==> src/hw/ccr_map.svh <==
// register offsets, field positions, reset values and timing counts of the converter option registers
// assumes a 100 MHz clock; included by bare name from the package and the modules
`ifndef CCR_MAP_SVH
`define CCR_MAP_SVH
`define CCR_ADDR_W 8
`define CCR_OFS_OPTION 8'h12
`define CCR_OFS_INPATH 8'h13
// converter_option_control fields
`define CCR_B_GATE_MASTER_OFF 7
`define CCR_B_LIGHT_LOAD_OFF 4
`define CCR_B_SHIP_EXIT_HOLD 3
`define CCR_B_DROPOUT_OFF 2
`define CCR_B_OOA_OFF 0
`define CCR_OPTION_RST 8'h00
`define CCR_OPTION_WMASK 8'h9D
// input_path_protection_control fields
`define CCR_B_IN2_GATE 7
`define CCR_B_IN1_GATE 6
`define CCR_B_RATE_SEL 5
`define CCR_B_IND_OFF 4
`define CCR_B_SHORT_OFF 3
`define CCR_B_FORCE_DET 1
`define CCR_B_OCP_ON 0
`define CCR_INPATH_WMASK 8'hFB
// watchdog period codes and default
`define CCR_WD_CODE_DEF 3'h5
`define CCR_CLK_HZ 100000000
// one-millisecond tick, 100000 cycles of 10 ns
`define CCR_TICK_CYC (`CCR_CLK_HZ / 1000)
`define CCR_MS_0P5 500
`define CCR_MS_1 1000
`define CCR_MS_2 2000
`define CCR_MS_20 20000
`define CCR_MS_40 40000
`define CCR_MS_80 80000
`define CCR_MS_160 160000
`endif

==> src/hw/ccr_pkg.sv <==
// types shared by the converter option register bank
// assumes ccr_map.svh is on the include path
`include "ccr_map.svh"
package ccr_pkg;
   typedef logic [7:0] ccr_byte_t;
   typedef enum logic [1:0] {
      CCR_DET_IDLE = 2'b00,
      CCR_DET_REQ = 2'b01,
      CCR_DET_WAIT = 2'b10
   } ccr_det_e;
endpackage : ccr_pkg

==> src/hw/ccr_regs.sv <==
// converter option and input path protection registers at offsets 12h and 13h
// assumes a decoded byte port from the serial interface, synchronous to clock,
// and status and handshake inputs from the converter, detector and ADC
// Function
// - master gate disable forces both input gate driver enables to zero
// - second input gate enable locked zero when its FET pair is absent
// - first input gate enable locked zero when its FET pair is absent
// - switching rate bit loads from strap pin; 0 fast, 1 half rate
// - indicator pin disable bit, reset by watchdog and register reset
// - rail short protection disable bit, reset by register reset only
// - forced detection write of one accepted only if battery above minimum
// - forced detection stops switching, measures input, updates limit, then clears
// - input overcurrent protect enable, resets to one on register reset
// - light-load pulse mode disable bit, reset by register reset
// - ship exit hold time select: 0 one second, 1 fifteen ms
// - precharge dropout disable bit, reset by watchdog and register reset
// - out-of-audio disable bit, reset by register reset
// - watchdog with three-bit period, zero disables, default forty seconds
`timescale 1ns/1ps
`include "ccr_map.svh"
module ccr_regs
   import ccr_pkg::*;
#(
   parameter int TICK_CYC = `CCR_TICK_CYC
) (
   input wire logic clock,
   input wire logic arst_n,
   input wire logic reg_reset,
   input wire logic [7:0] reg_addr,
   input wire logic reg_wr,
   input wire logic reg_rd,
   input wire logic [7:0] reg_wdata,
   output logic [7:0] reg_rdata,
   input wire logic [2:0] wd_period,
   input wire logic wd_kick,
   input wire logic strap_low_rate,
   input wire logic por_done,
   input wire logic in1_fets_present,
   input wire logic in2_fets_present,
   input wire logic battery_above_minimum,
   input wire logic detect_done,
   output logic gate_driver_master_disable,
   output logic input1_gate_driver_on,
   output logic input2_gate_driver_on,
   output logic switching_rate_select,
   output logic indicator_pin_off,
   output logic rail_short_protect_off,
   output logic input_overcurrent_protect_on,
   output logic light_load_pulse_mode_off,
   output logic ship_exit_hold_time,
   output logic precharge_dropout_mode_off,
   output logic out_of_audio_off,
   output logic converter_halt,
   output logic input_measure_req,
   output logic input_limit_update
);
   // ***************************************************
   // storage and decode
   // ***************************************************
   ccr_byte_t option_reg;
   ccr_byte_t inpath_reg;
   logic in1_ok_reg;
   logic in2_ok_reg;
   logic strap_taken_reg;
   ccr_det_e det_reg;
   logic wd_expired;
   logic wr_opt;
   logic wr_inp;
   ccr_byte_t opt_view;
   ccr_byte_t inp_view;

   assign wr_opt = reg_wr && reg_addr == `CCR_OFS_OPTION;
   assign wr_inp = reg_wr && reg_addr == `CCR_OFS_INPATH;

   ccr_watchdog #(
      .TICK_CYC(TICK_CYC)
   ) u_wd (
      .clock(clock),
      .arst_n(arst_n),
      .period_code(wd_period),
      .kick(wd_kick || reg_reset),
      .expired(wd_expired)
   );

   // ***************************************************
   // power-on captures
   // ***************************************************
   // strap and FET presence are sampled once when power-on detection ends
   always_ff @(posedge clock or negedge arst_n) begin
      if (!arst_n) begin
         in1_ok_reg <= 1'b0;
         in2_ok_reg <= 1'b0;
         strap_taken_reg <= 1'b0;
      end else if (por_done && !strap_taken_reg) begin
         in1_ok_reg <= in1_fets_present;
         in2_ok_reg <= in2_fets_present;
         strap_taken_reg <= 1'b1;
      end
   end

   // ***************************************************
   // converter_option_control
   // ***************************************************
   always_ff @(posedge clock or negedge arst_n) begin
      if (!arst_n) begin
         option_reg <= `CCR_OPTION_RST;
      end else if (reg_reset) begin
         // master gate disable has no register reset
         option_reg <= option_reg & (8'h01 << `CCR_B_GATE_MASTER_OFF);
      end else if (wr_opt) begin
         option_reg <= reg_wdata & `CCR_OPTION_WMASK;
      end else if (wd_expired) begin
         option_reg[`CCR_B_DROPOUT_OFF] <= 1'b0;
      end
   end

   // ***************************************************
   // input_path_protection_control
   // ***************************************************
   always_ff @(posedge clock or negedge arst_n) begin
      if (!arst_n) begin
         inpath_reg <= 8'h01;
      end else begin
         if (por_done && !strap_taken_reg) begin
            inpath_reg[`CCR_B_RATE_SEL] <= strap_low_rate;
         end
         if (reg_reset) begin
            inpath_reg[`CCR_B_IND_OFF] <= 1'b0;
            inpath_reg[`CCR_B_SHORT_OFF] <= 1'b0;
            inpath_reg[`CCR_B_FORCE_DET] <= 1'b0;
            inpath_reg[`CCR_B_OCP_ON] <= 1'b1;
         end else if (wr_inp) begin
            inpath_reg[`CCR_B_IN2_GATE] <= reg_wdata[`CCR_B_IN2_GATE];
            inpath_reg[`CCR_B_IN1_GATE] <= reg_wdata[`CCR_B_IN1_GATE];
            inpath_reg[`CCR_B_RATE_SEL] <= reg_wdata[`CCR_B_RATE_SEL];
            inpath_reg[`CCR_B_IND_OFF] <= reg_wdata[`CCR_B_IND_OFF];
            inpath_reg[`CCR_B_SHORT_OFF] <= reg_wdata[`CCR_B_SHORT_OFF];
            inpath_reg[`CCR_B_OCP_ON] <= reg_wdata[`CCR_B_OCP_ON];
            // a pending detection is not cancelled by writing zero
            if (reg_wdata[`CCR_B_FORCE_DET] && battery_above_minimum) begin
               inpath_reg[`CCR_B_FORCE_DET] <= 1'b1;
            end else if (det_reg == CCR_DET_WAIT && detect_done) begin
               inpath_reg[`CCR_B_FORCE_DET] <= 1'b0;
            end
         end else begin
            if (wd_expired) begin
               inpath_reg[`CCR_B_IND_OFF] <= 1'b0;
            end
            if (det_reg == CCR_DET_WAIT && detect_done) begin
               inpath_reg[`CCR_B_FORCE_DET] <= 1'b0;
            end
         end
      end
   end

   // ***************************************************
   // forced input-limit detection sequence
   // ***************************************************
   always_ff @(posedge clock or negedge arst_n) begin
      if (!arst_n) begin
         det_reg <= CCR_DET_IDLE;
      end else if (reg_reset) begin
         det_reg <= CCR_DET_IDLE;
      end else begin
         case (det_reg)
            CCR_DET_IDLE: begin
               if (inpath_reg[`CCR_B_FORCE_DET]) begin
                  det_reg <= CCR_DET_REQ;
               end
            end
            CCR_DET_REQ: begin
               det_reg <= CCR_DET_WAIT;
            end
            CCR_DET_WAIT: begin
               if (detect_done) begin
                  det_reg <= CCR_DET_IDLE;
               end
            end
            default: begin
               det_reg <= CCR_DET_IDLE;
            end
         endcase
      end
   end

   // ***************************************************
   // outputs, all registered
   // ***************************************************
   always_ff @(posedge clock or negedge arst_n) begin
      if (!arst_n) begin
         converter_halt <= 1'b0;
         input_measure_req <= 1'b0;
         input_limit_update <= 1'b0;
      end else begin
         converter_halt <= det_reg != CCR_DET_IDLE && !reg_reset;
         input_measure_req <= det_reg == CCR_DET_REQ && !reg_reset;
         input_limit_update <= det_reg == CCR_DET_WAIT && detect_done && !reg_reset;
      end
   end

   // gate enables read back as the forced value, so software sees the lock
   always_comb begin
      opt_view = option_reg & `CCR_OPTION_WMASK;
      inp_view = inpath_reg & `CCR_INPATH_WMASK;
      if (option_reg[`CCR_B_GATE_MASTER_OFF]) begin
         inp_view[`CCR_B_IN2_GATE] = 1'b0;
         inp_view[`CCR_B_IN1_GATE] = 1'b0;
      end
      if (!in2_ok_reg) begin
         inp_view[`CCR_B_IN2_GATE] = 1'b0;
      end
      if (!in1_ok_reg) begin
         inp_view[`CCR_B_IN1_GATE] = 1'b0;
      end
   end

   always_ff @(posedge clock or negedge arst_n) begin
      if (!arst_n) begin
         gate_driver_master_disable <= 1'b0;
         input1_gate_driver_on <= 1'b0;
         input2_gate_driver_on <= 1'b0;
         switching_rate_select <= 1'b0;
         indicator_pin_off <= 1'b0;
         rail_short_protect_off <= 1'b0;
         input_overcurrent_protect_on <= 1'b1;
         light_load_pulse_mode_off <= 1'b0;
         ship_exit_hold_time <= 1'b0;
         precharge_dropout_mode_off <= 1'b0;
         out_of_audio_off <= 1'b0;
      end else begin
         gate_driver_master_disable <= opt_view[`CCR_B_GATE_MASTER_OFF];
         input1_gate_driver_on <= inp_view[`CCR_B_IN1_GATE];
         input2_gate_driver_on <= inp_view[`CCR_B_IN2_GATE];
         switching_rate_select <= inp_view[`CCR_B_RATE_SEL];
         indicator_pin_off <= inp_view[`CCR_B_IND_OFF];
         rail_short_protect_off <= inp_view[`CCR_B_SHORT_OFF];
         input_overcurrent_protect_on <= inp_view[`CCR_B_OCP_ON];
         light_load_pulse_mode_off <= opt_view[`CCR_B_LIGHT_LOAD_OFF];
         ship_exit_hold_time <= opt_view[`CCR_B_SHIP_EXIT_HOLD];
         precharge_dropout_mode_off <= opt_view[`CCR_B_DROPOUT_OFF];
         out_of_audio_off <= opt_view[`CCR_B_OOA_OFF];
      end
   end

   // read data registered one cycle after the read strobe; other offsets read zero
   always_ff @(posedge clock or negedge arst_n) begin
      if (!arst_n) begin
         reg_rdata <= 8'h00;
      end else if (reg_rd) begin
         case (reg_addr)
            `CCR_OFS_OPTION: reg_rdata <= opt_view;
            `CCR_OFS_INPATH: reg_rdata <= inp_view;
            default: reg_rdata <= 8'h00;
         endcase
      end
   end
endmodule : ccr_regs

==> src/hw/ccr_watchdog.sv <==
// watchdog for the register bank: millisecond divider and period counter
// assumes kick is a one-cycle pulse from the serial register port
`timescale 1ns/1ps
`include "ccr_map.svh"
module ccr_watchdog
   import ccr_pkg::*;
#(
   parameter int TICK_CYC = `CCR_TICK_CYC
) (
   input wire logic clock,
   input wire logic arst_n,
   input wire logic [2:0] period_code,
   input wire logic kick,
   output logic expired
);
   logic [16:0] div_reg;
   logic tick_reg;
   logic [17:0] ms_reg;
   logic [17:0] limit;

   always_comb begin
      case (period_code)
         3'h1: limit = 18'(`CCR_MS_0P5);
         3'h2: limit = 18'(`CCR_MS_1);
         3'h3: limit = 18'(`CCR_MS_2);
         3'h4: limit = 18'(`CCR_MS_20);
         3'h5: limit = 18'(`CCR_MS_40);
         3'h6: limit = 18'(`CCR_MS_80);
         3'h7: limit = 18'(`CCR_MS_160);
         default: limit = 18'h0_0000;
      endcase
   end

   // one-cycle enable each millisecond, no second clock
   always_ff @(posedge clock or negedge arst_n) begin
      if (!arst_n) begin
         div_reg <= 17'h0_0000;
         tick_reg <= 1'b0;
      end else if (div_reg == 17'(TICK_CYC - 1)) begin
         div_reg <= 17'h0_0000;
         tick_reg <= 1'b1;
      end else begin
         div_reg <= div_reg + 17'h0_0001;
         tick_reg <= 1'b0;
      end
   end

   // code 0 disables; expiry is a single pulse then counting restarts
   always_ff @(posedge clock or negedge arst_n) begin
      if (!arst_n) begin
         ms_reg <= 18'h0_0000;
         expired <= 1'b0;
      end else if (kick || period_code == 3'h0) begin
         ms_reg <= 18'h0_0000;
         expired <= 1'b0;
      end else if (tick_reg && ms_reg + 18'h0_0001 >= limit) begin
         ms_reg <= 18'h0_0000;
         expired <= 1'b1;
      end else begin
         ms_reg <= tick_reg ? ms_reg + 18'h0_0001 : ms_reg;
         expired <= 1'b0;
      end
   end
endmodule : ccr_watchdog

==> config.mk <==
export PLATFORM = sky130hd
export DESIGN_NAME = ccr_regs
export DESIGN_NICKNAME = d
export VERILOG_FILES = /design/src/hw/ccr_pkg.sv /design/src/hw/ccr_regs.sv /design/src/hw/ccr_watchdog.sv
export VERILOG_INCLUDE_DIRS = /design/src /design/src/hw
export SDC_FILE = /design/constraint.sdc
export NUM_CORES = 1
export LEC_CHECK = 0
export BUFFER_PORTS_ARGS = -buffer_cell sky130_fd_sc_hd__buf_4
export CAP_MARGIN = 20
export CORE_UTILIZATION = 50
export CTS_CLUSTER_DIAMETER = 60
export DETAILED_ROUTE_END_ITERATION = 8
export PLACE_DENSITY = 0.78
export SLEW_MARGIN = 10
export SYNTH_ARGS = -nofsm -noshare
export SYNTH_HDL_FRONTEND = slang
export SYNTH_SLANG_ARGS = --single-unit
export TNS_END_PERCENT = 5
==> constraint.sdc <==
create_clock -name clock -period 5.89 [get_ports clock]
set_input_delay 0.2945 -clock clock [delete_from_list [all_inputs] [get_ports clock]]
set_output_delay 0.2945 -clock clock [all_outputs]
set_load 0.05 [all_outputs]
# Word level (Yosys, flattened, before mapping)
# Index checks and enable logic that the tools add are counted.
[word_totals]
wordCells = 106
reg_bits = 77
[op_classes]
n_eq_ne = 14
order_cmp = 1
reduce_logical = 24
n_bitwise = 1
mux = 32
addsub = 2
[op_table]
columns = ["operator", "count"]
rows = [
  ["$pmux W18 S7", 1],
  ["$mux W18", 3],
  ["$add A18 B1 Y18 const B", 1],
  ["$ge A18 B18 Y1", 1],
  ["$add A17 B1 Y17 const B", 1],
  ["$eq A17 B17 Y1 const B", 1],
  ["$mux W17", 1],
  ["$eq A8 B5 Y1 const B", 2],
  ["$mux W1", 16],
  ["$mux W2", 8],
  ["$pmux W8 S2", 1],
  ["$eq A3 B3 Y1 const B", 4],
  ["$logic_and A1 B1 Y1", 9],
  ["$reduce_bool A3 Y1", 3],
  ["$eq A3 B2 Y1 const B", 2],
  ["$ne A3 B3 Y1 const B", 2],
  ["$pmux W2 S3", 1],
  ["$reduce_and A2 Y1", 3],
  ["$reduce_bool A2 Y1", 3],
  ["$mux W5", 1],
  ["$eq A3 B1 Y1 const B", 1],
  ["$logic_not A3 Y1", 1],
  ["$eq A2 B1 Y1 const B", 1],
  ["$eq A2 B2 Y1 const B", 1],
  ["4 further kinds", 6],
]

# Longest topological paths before layout
[depth]
depth_word = 6
depth_mapped = 13

# Modules after synthesis
# Synthesis repeated with hierarchy kept, for this count alone.
[hier_totals]
hier_cells = 373
area_unflattened_um2 = 3946.3
[by_module_without_submodules]
columns = ["mod", "area_per_inst_um2", "n_inst", "cells_each"]
rows = [
  ["ccr_watchdog", 2378.5, 1, 247],
  ["ccr_regs", 1567.8, 1, 126],
]

# Worst setup path after synthesis
# No wires, ideal clock.
[synth_path]
kind = "register to register"
start = "register u_wd.ms_reg[6]"
end = "register u_wd.ms_reg[5]"
synth_period_minus_slack_ns = 2.997
n_path_buf = 1
t_arrival_ns = 2.915
setup_slack_ns = 2.893
t_required_ns = 5.808
path_stages_with_launch = 13
cell_sequence = "dfrtp_1 > and3_1 > nand3_2 > nor3_2 > a31oi_1 > or2_2 > ha_1 > a211oi_1 > nor2_1 > a2111oi_4 > buf_6 > nand3b_1 > a31oi_1"
[synth_via]
elab_chain_cells = 5
elab_cells_between_ends = 6
[synth_lines]
columns = ["element", "line", "rtl"]
rows = [
  ["start: declaration", "ccr_watchdog.sv:18", "logic [17:0] ms_reg;"],
  ["start signal: assignment", "ccr_watchdog.sv:60", "ms_reg <= tick_reg ? ms_reg + 18'h0_0001 : ms_reg;"],
  ["$add A18 B1 Y18 (*)", "ccr_watchdog.sv:56", "end else if (tick_reg && ms_reg + 18'h0_0001 >= limit) begin"],
  ["$ge A18 B18 Y1 (*)", "ccr_watchdog.sv:56", ""],
  ["$logic_and A1 B1 Y1 (*)", "ccr_watchdog.sv:56", ""],
  ["$mux W18", "ccr_watchdog.sv:56", ""],
  ["$mux W18", "ccr_watchdog.sv:53", "end else if (kick || period_code == 3'h0) begin"],
]
# Every way passes the cells marked *; elsewhere a longest branch is shown, timed or not.
# A chain may end at the register's enable or synchronous reset.

# Worst setup path in the final report
[layout_path]
start = "register u_wd.ms_reg[2]"
end = "register u_wd.ms_reg[5]"
[layout_via]
elab_chain_cells = 5
elab_cells_between_ends = 7
[layout_lines]
columns = ["element", "line"]
rows = [
  ["$add A18 B1 Y18 (*)", "ccr_watchdog.sv:56, ccr_watchdog.sv:60"],
  ["$ge A18 B18 Y1", "ccr_watchdog.sv:56"],
  ["$logic_and A1 B1 Y1", "ccr_watchdog.sv:56"],
  ["$mux W18", "ccr_watchdog.sv:56"],
  ["$mux W18", "ccr_watchdog.sv:53"],
]
# Every way passes the cells marked *; elsewhere a longest branch is shown, timed or not. The select of a mux whose other input is x is not followed.

==> flow_metrics.env <==
export IMPL_grt_total_usage_pct=20.4
export IMPL_finClkSkew_ns=0.00781
export IMPL_holdBufCountCts=0
export IMPL_drtPass1Iterations=5
export IMPL_max_freq_ghz=0.279
export IMPL_dieHeight_um=89.8
export IMPL_fin_crit_ns=3.59
export IMPL_fin_cells=522
export IMPL_grt_pass1_vias=2766
export IMPL_area_growth_syn_to_layout_pct=16.5
export IMPL_leakagePower_uw=0.00210
export IMPL_critPathCaptureType="flip-flop"
export IMPL_wl_um=7830
export IMPL_cts_tree="done"
export IMPL_initial_utilization_pct=52.3
export IMPL_start_kind="flip-flop"
export IMPL_largest_reg_flops=18
export IMPL_core_rowCount=31
export IMPL_r2r_end="u_wd.ms_reg[5]$_DFFE_PN0P_"
export IMPL_vdd_drop_max_mv=0.0922
export IMPL_status="finished clean"
export IMPL_core_um2=7370
export IMPL_h_tree_depth=3
export IMPL_drive_above_1_share_pct=20.3
export IMPL_post_cts_setup_buffer_count=0
export IMPL_numPortBuffers=52
export IMPL_crit_path_max_incr_delay_ns=0.62
export IMPL_cts_resized=0
export IMPL_vias=2917
export IMPL_cp_arrival_ns=3.85
export IMPL_synth_top_area_share_pct=48.0
export IMPL_grt_pass1_wl_um=13200
export IMPL_fin_nets=468
export IMPL_synthesis_area_um2=3850
export IMPL_setup_tns_ns=0
export IMPL_setup_viol=0
export IMPL_rrSetupSlack_ns=2.30
export IMPL_die_x_um=89.8
export IMPL_syn_num_nets=420
export IMPL_clock_path_buffers=2
export IMPL_grt_max_degree=77
export IMPL_timing_critical_path_mode_cell="a31oi_1"
export IMPL_slew_headroom_pct=39.1
export IMPL_synth_cells=370
export IMPL_via_per_inst=5.59
export IMPL_syn_avg_cell_area_um2=10.4
export IMPL_tightest_slew_ns=0.913
export IMPL_cp_slowest_cell="a2111oi_4"
export IMPL_wire_per_inst_um=15.0
export IMPL_clk_transition_reported_paths_ns=0.08
export IMPL_drv_cap=0
export IMPL_drt_iter0_drc=131
export IMPL_timing_worst_setup_path_type="flip-flop to flip-flop"
export IMPL_insertedDiodeCount=0
export IMPL_synth_area_leaders="dfrtp_1 (48%), ha_1 (6.2%), xnor2_1 (4.1%), nand3_1 (3.4%), xor2_1 (3.0%)"
export IMPL_rsz0062_at_grt="no"
export IMPL_crit_chain="and3_1 -> nand3_1 -> nor3_2 -> a31oi_1 -> or2_2 -> ha_1 -> a211oi_1 -> nor2_1 -> a2111oi_4 -> buf_8 -> nand3b_1 -> a31oi_1"
export IMPL_dieArea_um2=8060
export IMPL_dpl_cell_count=505
export IMPL_ys_seq_elements=76
export IMPL_regToRegStartpoint="u_wd.ms_reg[2]$_DFFE_PN0P_"
export IMPL_reg2reg_depth=12
export IMPL_yosys_area_top_type="dfrtp_1"
export IMPL_grt_remaining_overflow=0
export IMPL_pin_count=53
export IMPL_dp_hpwl_um=5570
export IMPL_post_route_period_util_pct=60.9
export IMPL_final_fill_count=598
export IMPL_cts_sinks=76
export IMPL_layout_commonest_cell="dfrtp_1"
export IMPL_antenna_found_initial=0
export IMPL_ys_seq_area_share_pct=49.4
export IMPL_crit_required_ns=6.15
export IMPL_antenna_left=0
export IMPL_ys_types=47
export IMPL_hold_path_class="input port to asynchronous set/reset pin"
export IMPL_place_congestion=0.832
export IMPL_drc=0
export IMPL_yosys_warnings=0
export IMPL_powerDensity_nw_per_um2=211
export IMPL_slew_violations=0
export IMPL_numCtsBuffers=9
export IMPL_cp_max_fo=18
export IMPL_mostFrequentLayoutCells="dfrtp_1 (74), buf_4 (53), nor2_1 (30), nand3_1 (26), nand2_1 (25)"
export IMPL_clk_latency_ns=0.34
export IMPL_clock_root_buffer="clkbuf_8"
export IMPL_finalHoldViolCount=0
power breakdown:
group          switching (uW)  internal, uW
combinational            48.8          30.0
sequential               3.25           528
clock                     175           163
critical path: cells and delay by family (launching register included):
family	cells	cell delay [ns]
simple gates	6	1.29
fa+ha+maj	1	0.31
compound gates	4	1.21
buf+inv	1	0.25
flops	1	0.45
layer usage:
layer	global-route usage [%]	wire length, um	vias to the layer above
met4	8.74	140	0
met1	28.2	3660	1391
li1	-	-	1426
met2	31.3	3570	90
met5	0	0	-
met3	3.89	455	10
synthesized netlist by cell type, drive strengths merged:
library cell	instances
buf	2
nor3	4
a211o	1
and3	15
a22oi	4
and4	1
a311oi	1
nand3b	12
clkbuf	16
xor2	13
nand3	27
nor2	30
and2	2
nor4	3
nor3b	2
a21boi	1
nand2	25
a211oi	1
nand2b	4
a21o	2
nor2b	5
or2	4
ha	19
dfrtp	74
o211ai	1
mux2i	1
or4	1
nand4	8
a32o	10
xnor2	18
mux2	5
o21a	1
o31ai	1
inv	8
nor4b	3
dfstp	2
a2111oi	1
a31oi	14
a21oi	17
o21ai	11
worst max-delay path by stage:
stage	endpoint	start	cells after the start
2_1_floorplan	u_wd.ms_reg[5]$_DFFE_PN0P_	u_wd.ms_reg[6]$_DFFE_PN0P_	12
3_3_place_gp	u_wd.ms_reg[6]$_DFFE_PN0P_	u_wd.ms_reg[6]$_DFFE_PN0P_	11
3_5_place_dp	u_wd.ms_reg[5]$_DFFE_PN0P_	u_wd.ms_reg[6]$_DFFE_PN0P_	12
4_1_cts	u_wd.ms_reg[5]$_DFFE_PN0P_	u_wd.ms_reg[6]$_DFFE_PN0P_	12
5_1_grt	u_wd.ms_reg[0]$_DFFE_PN0P_	u_wd.ms_reg[2]$_DFFE_PN0P_	12
6_report	u_wd.ms_reg[5]$_DFFE_PN0P_	u_wd.ms_reg[2]$_DFFE_PN0P_	12
cell families (layout without fill, tap and decap cells):
| kind of cell | Yosys count | count (layout) | share of synthesized area [%] |
|---|---|---|---|
| simple gates | 146 | 146 | 20.7 |
| flops | 76 | 76 | 49.4 |
| compound gates | 66 | 66 | 12.0 |
| xor+xnor | 31 | 31 | 7.04 |
| buf+inv | 26 | 79 | 3.02 |
| fa+ha+maj | 19 | 19 | 6.17 |
| mux | 6 | 6 | 1.72 |
cell type report:
| class | count | area [um^2] | share of cell area, % |
|---|---|---|---|
| Clock buffer | 13 | 149 | 3.32 |
| Inverter | 8 | 30.0 | 0.669 |
| Sequential cell | 76 | 1900 | 42.4 |
| Multi-Input combinational cell | 268 | 1840 | 41.1 |
| Tap cell | 99 | 124 | 2.76 |
| Timing Repair Buffer | 55 | 424 | 9.45 |
| Clock inverter | 3 | 15.0 | 0.334 |
through the flow:
stage	hold slack, ns	total power [uW]	utilization (%)	instance area, um^2	setup slack, ns
finish	0.0888	948	60.9	4490	2.30
global route	0.155	986	60.9	4490	2.03
CTS	0.129	957	60.8	4480	2.31
detailed placement	0.372	620	58.5	4310	2.33
global placement	0.369	617	58.3	4300	2.18
floorplan	-0.00109	580	-	3850	2.89
Power figures use the tool's default switching activity.
